==> config.mk <==
export PLATFORM = sky130hd
export DESIGN_NAME = mii_port
export DESIGN_NICKNAME = d
export VERILOG_FILES = /design/src/logic/nibble_fifo.v /design/src/logic/mii_port.v
export VERILOG_INCLUDE_DIRS = /design/src /design/src/inc
export SDC_FILE = /design/constraint.sdc
export NUM_CORES = 1
export LEC_CHECK = 0
export BUFFER_PORTS_ARGS = -buffer_cell sky130_fd_sc_hd__buf_2
export CORE_MARGIN = 1.5
export CORE_UTILIZATION = 32
export CTS_CLUSTER_DIAMETER = 30
export DETAILED_ROUTE_END_ITERATION = 12
export SYNTH_ARGS = -nofsm -noshare
export SYNTH_HDL_FRONTEND = slang
export SYNTH_SLANG_ARGS = --single-unit
export TNS_END_PERCENT = 20
==> constraint.sdc <==
create_clock -name CORE_CLK -period 6.59 [get_ports CORE_CLK]
set_input_delay 0.3295 -clock CORE_CLK [delete_from_list [all_inputs] [get_ports CORE_CLK]]
set_output_delay 0.3295 -clock CORE_CLK [all_outputs]
set_load 0.005 [all_outputs]
==> src/inc/mii_port_defines.vh <==
`ifndef MII_PORT_DEFINES_VH
`define MII_PORT_DEFINES_VH
// core clock period in ns
`define CORE_PERIOD_NS      10
// mdc half period in ns, management clock at 2.5 MHz
`define MDC_HALF_NS         200
// mdc half period in core cycles, rounded down, at least one
`define MDC_HALF_CYC        ((`MDC_HALF_NS / `CORE_PERIOD_NS) < 1 ? 1 : (`MDC_HALF_NS / `CORE_PERIOD_NS))
// cycles after reset release at which the strap is caught
`define STRAP_DELAY_CYC     8'h10
// clause 22 field values
`define MGMT_START          2'h1
`define MGMT_OP_WRITE       2'h1
`define MGMT_OP_READ        2'h2
`define MGMT_TA_WRITE       2'h2
`define MGMT_PREAMBLE_BITS  6'h20
`define MGMT_FRAME_BITS     6'h20
// frame bit index where the turnaround begins
`define MGMT_TA_BIT         6'h0e
// idle values
`define NIBBLE_ZERO         4'h0
`endif

==> src/logic/nibble_fifo.v <==
`timescale 1ns/1ps
// small synchronous fifo with valid/ready on both sides
module nibble_fifo #(
    parameter WIDTH = 4,
    parameter DEPTH = 8,
    parameter AW    = 3
) (
    input  wire             clk,
    input  wire             rst,
    input  wire [WIDTH-1:0] in_data,
    input  wire             in_valid,
    output wire             in_ready,
    output wire [WIDTH-1:0] out_data,
    output wire             out_valid,
    input  wire             out_ready
);
    reg [WIDTH-1:0] mem [0:DEPTH-1]; // storage words
    reg [AW-1:0]    wr_ptr_reg;      // write pointer
    reg [AW-1:0]    rd_ptr_reg;      // read pointer
    reg [AW:0]      count_reg;       // words held
    wire push;
    wire pop;
    assign in_ready  = (count_reg != DEPTH[AW:0]);
    assign out_valid = (count_reg != {(AW+1){1'b0}});
    assign out_data  = mem[rd_ptr_reg];
    assign push = in_valid & in_ready;
    assign pop  = out_valid & out_ready;
    // pointer and count update
    always @(posedge clk or posedge rst) begin
        if (rst) begin
            wr_ptr_reg <= {AW{1'b0}};
            rd_ptr_reg <= {AW{1'b0}};
            count_reg  <= {(AW+1){1'b0}};
        end else begin
            if (push) begin
                wr_ptr_reg <= (wr_ptr_reg == DEPTH[AW-1:0] - 1'b1) ? {AW{1'b0}}
                                                                 : wr_ptr_reg + 1'b1;
            end
            if (pop) begin
                rd_ptr_reg <= (rd_ptr_reg == DEPTH[AW-1:0] - 1'b1) ? {AW{1'b0}}
                                                                 : rd_ptr_reg + 1'b1;
            end
            if (push & ~pop) begin
                count_reg <= count_reg + 1'b1;
            end else if (pop & ~push) begin
                count_reg <= count_reg - 1'b1;
            end
        end
    end
    // storage write, no reset needed
    always @(posedge clk) begin
        if (push) begin
            mem[wr_ptr_reg] <= in_data;
        end
    end
endmodule

==> src/logic/mii_port.v <==
`timescale 1ns/1ps
`include "mii_port_defines.vh"
module mii_port #(
    parameter FIFO_DEPTH = 8,
    parameter FIFO_AW    = 3
) (
    input  wire        CORE_CLK,
    input  wire        RST,
    input  wire        INTERNAL_PHY_SEL,
    input  wire        MGMT_PORT_SELECT,
    input  wire [3:0]  TX_NIBBLE,
    input  wire        TX_NIBBLE_VALID,
    output reg         TX_NIBBLE_READY,
    output reg  [3:0]  RX_NIBBLE,
    output reg         RX_NIBBLE_VALID,
    output reg         RX_FRAME_ERR,
    output reg         COLLISION,
    output reg         CARRIER,
    input  wire        MII_TX_CLK,
    output reg  [3:0]  MII_TXD,
    output reg         MII_TX_EN,
    input  wire        MII_RX_CLK,
    input  wire [3:0]  MII_RXD,
    input  wire        MII_RX_DV,
    input  wire        MII_RX_ER,
    input  wire        MII_COL,
    input  wire        MII_CRS,
    output reg         MDC,
    input  wire        MDIO_IN,
    output reg         MDIO_OUT,
    output reg         MDIO_OE,
    output reg         OUTSIDE_PHY_STRAP,
    input  wire        MGMT_START_REQ,
    input  wire        MGMT_READ,
    input  wire [4:0]  MGMT_PHY_ADDR,
    input  wire [4:0]  MGMT_REG_ADDR,
    input  wire [15:0] MGMT_WDATA,
    output reg  [15:0] MGMT_RDATA,
    output reg         MGMT_BUSY,
    output reg         MGMT_DONE
);
    ////////////////////////////////////////////////////////////////////////////
    // pin synchronisers: three stages, single-bit change taken once stages two and three agree, rx data taken straight from stage three
    reg [2:0] txc_s_reg;    // tx clock sync
    reg [2:0] rxc_s_reg;    // rx clock sync
    reg [2:0] dv_s_reg;     // rx valid sync
    reg [2:0] er_s_reg;     // rx error sync
    reg [2:0] col_s_reg;    // collision sync
    reg [2:0] crs_s_reg;    // carrier sync
    reg [2:0] mdi_s_reg;    // mdio sync
    reg [3:0] rxd_a_reg;    // rx data stage one
    reg [3:0] rxd_b_reg;    // rx data stage two
    reg [3:0] rxd_c_reg;    // rx data stage three
    reg       txc_q_reg;    // filtered tx clock
    reg       rxc_q_reg;    // filtered rx clock
    reg       dv_q_reg;     // filtered rx valid
    reg       mdi_q_reg;    // filtered mdio

    // agreement filter
    function filt;
        input [2:0] s;
        input       q;
        begin
            filt = (s[1] == s[2]) ? s[2] : q;
        end
    endfunction

    // shift pins into sync chains
    always @(posedge CORE_CLK or posedge RST) begin
        if (RST) begin
            txc_s_reg <= 3'h0;
            rxc_s_reg <= 3'h0;
            dv_s_reg  <= 3'h0;
            er_s_reg  <= 3'h0;
            col_s_reg <= 3'h0;
            crs_s_reg <= 3'h0;
            mdi_s_reg <= 3'h0;
            rxd_a_reg <= `NIBBLE_ZERO;
            rxd_b_reg <= `NIBBLE_ZERO;
            rxd_c_reg <= `NIBBLE_ZERO;
            txc_q_reg <= 1'b0;
            rxc_q_reg <= 1'b0;
            dv_q_reg  <= 1'b0;
            mdi_q_reg <= 1'b0;
        end else begin
            txc_s_reg <= {txc_s_reg[1:0], MII_TX_CLK};
            rxc_s_reg <= {rxc_s_reg[1:0], MII_RX_CLK};
            dv_s_reg  <= {dv_s_reg[1:0], MII_RX_DV};
            er_s_reg  <= {er_s_reg[1:0], MII_RX_ER};
            col_s_reg <= {col_s_reg[1:0], MII_COL};
            crs_s_reg <= {crs_s_reg[1:0], MII_CRS};
            mdi_s_reg <= {mdi_s_reg[1:0], MDIO_IN};
            rxd_a_reg <= MII_RXD;
            rxd_b_reg <= rxd_a_reg;
            rxd_c_reg <= rxd_b_reg;
            txc_q_reg <= filt(txc_s_reg, txc_q_reg);
            rxc_q_reg <= filt(rxc_s_reg, rxc_q_reg);
            dv_q_reg  <= filt(dv_s_reg, dv_q_reg);
            mdi_q_reg <= filt(mdi_s_reg, mdi_q_reg);
        end
    end

    wire txc_rise = filt(txc_s_reg, txc_q_reg) & ~txc_q_reg; // tx clock rising
    wire rxc_rise = filt(rxc_s_reg, rxc_q_reg) & ~rxc_q_reg; // rx clock rising

    ////////////////////////////////////////////////////////////////////////////
    // transmit path through the fifo
    wire [3:0] fifo_data;   // head nibble
    wire       fifo_valid;  // head present
    wire       fifo_ready;  // room for source
    wire       fifo_pop;    // take on tx edge
    assign fifo_pop = txc_rise & ~INTERNAL_PHY_SEL;

    nibble_fifo #(
        .WIDTH (4),
        .DEPTH (FIFO_DEPTH),
        .AW    (FIFO_AW)
    ) u_tx_fifo (
        .clk       (CORE_CLK),
        .rst       (RST),
        .in_data   (TX_NIBBLE),
        .in_valid  (TX_NIBBLE_VALID),
        .in_ready  (fifo_ready),
        .out_data  (fifo_data),
        .out_valid (fifo_valid),
        .out_ready (fifo_pop)
    );

    // launch one nibble per phy tx clock, parked when internal phy selected
    always @(posedge CORE_CLK or posedge RST) begin
        if (RST) begin
            MII_TXD         <= `NIBBLE_ZERO;
            MII_TX_EN       <= 1'b0;
            TX_NIBBLE_READY <= 1'b0;
        end else begin
            TX_NIBBLE_READY <= fifo_ready;
            if (INTERNAL_PHY_SEL) begin
                MII_TXD   <= `NIBBLE_ZERO;
                MII_TX_EN <= 1'b0;
            end else if (txc_rise) begin
                MII_TXD   <= fifo_valid ? fifo_data : `NIBBLE_ZERO;
                MII_TX_EN <= fifo_valid;
            end
        end
    end

    ////////////////////////////////////////////////////////////////////////////
    // receive path: sample nibble on rx clock rise while valid
    always @(posedge CORE_CLK or posedge RST) begin
        if (RST) begin
            RX_NIBBLE       <= `NIBBLE_ZERO;
            RX_NIBBLE_VALID <= 1'b0;
            RX_FRAME_ERR    <= 1'b0;
            COLLISION       <= 1'b0;
            CARRIER         <= 1'b0;
        end else begin
            RX_NIBBLE_VALID <= rxc_rise & dv_q_reg;
            if (rxc_rise & dv_q_reg) begin
                RX_NIBBLE <= rxd_c_reg;
            end
            // error sticks for the frame, cleared when valid drops
            if (!dv_q_reg) begin
                RX_FRAME_ERR <= 1'b0;
            end else if (filt(er_s_reg, RX_FRAME_ERR)) begin
                RX_FRAME_ERR <= 1'b1;
            end
            COLLISION <= filt(col_s_reg, COLLISION);
            CARRIER   <= filt(crs_s_reg, CARRIER);
        end
    end

    ////////////////////////////////////////////////////////////////////////////
    // strap capture after reset release
    reg [7:0] strap_cnt_reg;  // release delay
    reg       strap_done_reg; // strap caught
    always @(posedge CORE_CLK or posedge RST) begin
        if (RST) begin
            strap_cnt_reg     <= 8'h00;
            strap_done_reg    <= 1'b0;
            OUTSIDE_PHY_STRAP <= 1'b0;
        end else if (!strap_done_reg) begin
            strap_cnt_reg <= strap_cnt_reg + 8'h01;
            if (strap_cnt_reg == `STRAP_DELAY_CYC) begin
                OUTSIDE_PHY_STRAP <= mdi_q_reg;
                strap_done_reg    <= 1'b1;
            end
        end
    end

    ////////////////////////////////////////////////////////////////////////////
    // management engine: mdc divider and clause 22 shifter
    localparam ST_IDLE = 2'h0; // waiting
    localparam ST_PRE  = 2'h1; // preamble
    localparam ST_BODY = 2'h2; // frame
    localparam ST_END  = 2'h3; // finish

    reg [1:0]  st_reg;        // state
    reg [7:0]  div_reg;       // mdc half period count
    reg [5:0]  bit_reg;       // bits left
    reg [31:0] shift_reg;     // outgoing frame
    reg        rd_reg;        // read in progress
    wire       half_tick = (div_reg == `MDC_HALF_CYC - 1);
    wire       mdc_fall  = half_tick & MDC;  // drive on falling mdc
    wire       mdc_rise  = half_tick & ~MDC; // sample on rising mdc

    // sequencing of a management frame
    always @(posedge CORE_CLK or posedge RST) begin
        if (RST) begin
            st_reg     <= ST_IDLE;
            div_reg    <= 8'h00;
            bit_reg    <= 6'h00;
            shift_reg  <= 32'h0000_0000;
            rd_reg     <= 1'b0;
            MDC        <= 1'b0;
            MDIO_OUT   <= 1'b0;
            MDIO_OE    <= 1'b0;
            MGMT_RDATA <= 16'h0000;
            MGMT_BUSY  <= 1'b0;
            MGMT_DONE  <= 1'b0;
        end else begin
            MGMT_DONE <= 1'b0;
            div_reg   <= half_tick ? 8'h00 : div_reg + 8'h01;
            if (!MGMT_PORT_SELECT) begin
                MDC       <= 1'b0;
                MDIO_OE   <= 1'b0;
                MDIO_OUT  <= 1'b0;
                st_reg    <= ST_IDLE;
                MGMT_BUSY <= 1'b0;
            end else begin
                if (half_tick && st_reg != ST_IDLE) begin
                    MDC <= ~MDC;
                end
                case (st_reg)
                    ST_IDLE: begin
                        MDC <= 1'b0;
                        if (MGMT_START_REQ) begin
                            // start, opcode, addresses, turnaround, data
                            shift_reg <= {`MGMT_START,
                                          MGMT_READ ? `MGMT_OP_READ : `MGMT_OP_WRITE,
                                          MGMT_PHY_ADDR, MGMT_REG_ADDR,
                                          `MGMT_TA_WRITE, MGMT_WDATA};
                            rd_reg    <= MGMT_READ;
                            bit_reg   <= `MGMT_PREAMBLE_BITS;
                            div_reg   <= 8'h00;
                            MGMT_BUSY <= 1'b1;
                            MDIO_OE   <= 1'b1;
                            MDIO_OUT  <= 1'b1;
                            st_reg    <= ST_PRE;
                        end
                    end
                    ST_PRE: begin
                        if (mdc_fall) begin
                            if (bit_reg == 6'h01) begin
                                bit_reg  <= `MGMT_FRAME_BITS;
                                MDIO_OUT <= shift_reg[31];
                                st_reg   <= ST_BODY;
                            end else begin
                                bit_reg <= bit_reg - 6'h01;
                            end
                        end
                    end
                    ST_BODY: begin
                        if (mdc_rise && rd_reg && bit_reg <= 6'h10) begin
                            MGMT_RDATA <= {MGMT_RDATA[14:0], mdi_q_reg};
                        end
                        if (mdc_fall) begin
                            shift_reg <= {shift_reg[30:0], 1'b0};
                            bit_reg   <= bit_reg - 6'h01;
                            MDIO_OUT  <= shift_reg[30];
                            if (rd_reg && bit_reg == `MGMT_TA_BIT + 6'h05) begin
                                MDIO_OE <= 1'b0;          // release for turnaround
                            end
                            if (bit_reg == 6'h01) begin
                                st_reg <= ST_END;
                            end
                        end
                    end
                    ST_END: begin
                        MDIO_OE   <= 1'b0;
                        MDIO_OUT  <= 1'b0;
                        MDC       <= 1'b0;
                        MGMT_BUSY <= 1'b0;
                        MGMT_DONE <= 1'b1;
                        st_reg    <= ST_IDLE;
                    end
                    default: begin
                        st_reg <= ST_IDLE;
                    end
                endcase
            end
        end
    end
endmodule

==> flow_summary.toml <==
[status]
run_status = "finished with violations"
violated_checks = "design-rule violations, negative hold slack"

[power]
p_clk_share_pct = 29.2
p_seq_share_pct = 45.7
power.ir.vdd_worst_uv = 153
total_power_mw = 3.29
power_density_mw_per_mm2 = 383
sw_frac_of_total_pct = 31.2
cell_internal_pwr_mw = 2.27
power.share.combinational_pct = 25.1
p_switching_mw = 1.03
leak_pwr_nw = 3.78

[timing]
final-hold-violation-count = 16
finClkSkew_ns = 0.0161
final.min_clock_period_ns = 3.03
timing_limited_maximum_frequency_ghz = 0.330
timing.max_slew.rel_slack_pct = 27.6
fin_ws_ns = 3.56
rsz0062_at_grt = "no"
final-setup-viol-count = 0
worstMarginPinSlew_ns = 1.07
fin_tns_setup_ns = 0
fin_crit_share_pct = 46.0
hold_slack_ns = -0.0260
slew_violations = 0

[setup_path]
critPathArrivalTime_ns = 3.34
critPathMaxFanout = 44
worst_path_largest_cell_delay_ns = 0.87
critical-path-slowest-cell = "nor4_4"
critical_path_data_required_time_ns = 6.89
startpoint_type = "flop"
worstPathCellList = "inv_1 -> ha_2 -> nand4b_1 -> nor4_4 -> mux2_2"
critical_path_class = "flop to flop"
crit_path_end_kind = "flop"
crit_buf_inv = 1
r2r_setup_slack_ns = 3.56
cpLargestDelayFamily = "simple AND/OR/NAND/NOR gates"

[finish]
final_layout_size_suffix_gt1_share_pct = 34.8
fin_nets = 672
finish.cell_count_without_fillers = 898
final.fill_count = 2029
antenna-diode-count = 0
layout.core_utilization_pct = 39.1
finalInstanceArea_mm2 = 0.00859
most-common-layout-cells = "dfrtp_1 (141), buf_2 (83), mux2_2 (77)"
layout.cells.most_common = "dfrtp_1"
syn_to_final_growth_pct = 19.2

[die]
fp.dieH_um = 153
placeableCoreArea_mm2 = 0.0220
die-area_mm2 = 0.0234
fp-row-count = 54
start_util_pct = 32.8
die_width_um = 153
io-pin-count = 84

[placed_design]
dpl_cell_area_mm2 = 0.00791
portBuffers = 83
worst_setup_timing_slack_at_the_placement_stage_ns = 3.57
globalplace.congestion = 0.777
post-dp-hpwl_um = 9450
numPlacedInstances = 855

[global_routing]
grt_first_pass_wirelength_um = 22800
gr-max-usage-layer = "met2"
grt_overflow = 0
grt_use_total_pct = 12.4
grt_antenna_before_repair = 0
global_route.usage.met1_pct = 15.4
grt_pass1_vias = 4501
grtUsageMet2_pct = 20.1
grt_start_max_net_pins = 74
grt_use_met3_pct = 3.83

[yosys]
yosys_register_bits = 173
ys_top_cells_by_area = "dfrtp_1 (49%), edfxtp_1 (13%), mux2_2 (12%)"
syn-instance-count = 505
ys_types = 54
post_synth_instance_area_mm2 = 0.00721
ys_seq_area_share_pct = 62.3
synthFlopType = "dfrtp_1"
post_synth.cell_area_avg_um2 = 14.3
post-synth-top-area-fraction_pct = 49.0
yosysTopAreaCell = "dfrtp_1"
synthArstFlopShare_pct = 81.5
yosysWarningCount = 0
synth_fp_nets = 572
number_of_enable_flip_flop_cells_after_synthesis = 32

[clock_network]
cts_setup_buffers = 0
clock-root-buffer = "clkbuf_16"
worst_skew_pair.late_latency_ns = 0.43
tritoncts_clock_tree = "yes"
clk_transition_reported_paths_ns = 0.07
cts_buffers = 17
sinks_on_the_clock_net = 173
cts-root-to-sink-buffers = 2
htreeDepth = 4

[drt]
postRouteWirelength_um = 13500
drt_pre_antenna_iters = 10
vias_per_instance = 4.72
avgRoutedWirePerCell_um = 15.0
drt_first_iter_violations = 247
drt.antenna.violating_nets = 0
drc_errors = 5
routed-via-count = 4241

[worst_hold_path]
hold_path_class = "primary input to async pin"

[run]
drv_cap = 0
## area by class of cell
| type | instances | area [um^2] | area share (%) |
|---|---|---|---|
| Clock inverter | 15 | 143 | 1.66 |
| Clock buffer | 17 | 425 | 4.95 |
| Timing Repair Buffer | 97 | 548 | 6.38 |
| Tap cell | 280 | 350 | 4.08 |
| Multi-Input combinational cell | 303 | 2580 | 30.0 |
| Inverter | 13 | 53.8 | 0.627 |
| Sequential cell | 173 | 4490 | 52.3 |
## power by group through the flow
| stage | registers (mW) | logic (mW) | clock network [mW] |
|---|---|---|---|
| after floorplan | 1.44 | 0.706 | 0 |
| after global placement | 1.50 | 0.791 | 0 |
| after detailed placement | 1.52 | 0.829 | 0 |
| after CTS | 1.50 | 0.839 | 0.994 |
| after global routing | 1.54 | 0.918 | 1.04 |
| final | 1.50 | 0.828 | 0.960 |
## cells in the mapped netlist, drive strengths merged (6+ instances only)
cell    instances
nand3           7
nand2b          8
xnor2          14
mux2           79
dfrtp         141
ha             18
maj3            6
a21oi           6
edfxtp         32
o21ai          14
mux2i           9
mux4            8
nor3            8
nor2           16
inv            13
buf             8
nand2          45
clkbuf          8
## routing by layer
metal / routed length, um / up-vias / share of wire [%]
met3: 696 / 15 / 5.2
met5: 0 / - / 0
met1: 6000 / 2120 / 45
met2: 6580 / 96 / 49
li1: - / 2010 / -
met4: 199 / 0 / 1.5
## what timing repair did
action	CTS	global route
hold endpoints to repair	11	0
hold buffers	11	0
endpoints found under the setup margin	0	0
resized for setup	0	0
## worst paths after layout
path	cells after the start	endpoint	from
setup / recovery	5	MGMT_RDATA[11]	st_reg[0]
hold / removal	2	MGMT_RDATA[10]	RST
setup reg to reg	5	MGMT_RDATA[11]	st_reg[0]
hold reg to reg	0	rxd_b_reg[3]	rxd_a_reg[3]
max in group asynchronous	3	u_tx_fifo.rd_ptr_reg[1]	RST
min in group CORE_CLK	1	u_tx_fifo.mem[4][0]	TX_NIBBLE[0]
## kinds of logic after synthesis
kind of cell	share of synthesized area (%)
AOI/OAI and AO/OA	3.70
xor gates and xnor gates	2.07
adders and majority gates	4.24
buffers and inverters	1.96
DFF	62.3
muxes	16.1
and+or+nand+nor	9.64
(Power assumes the default switching activity.)
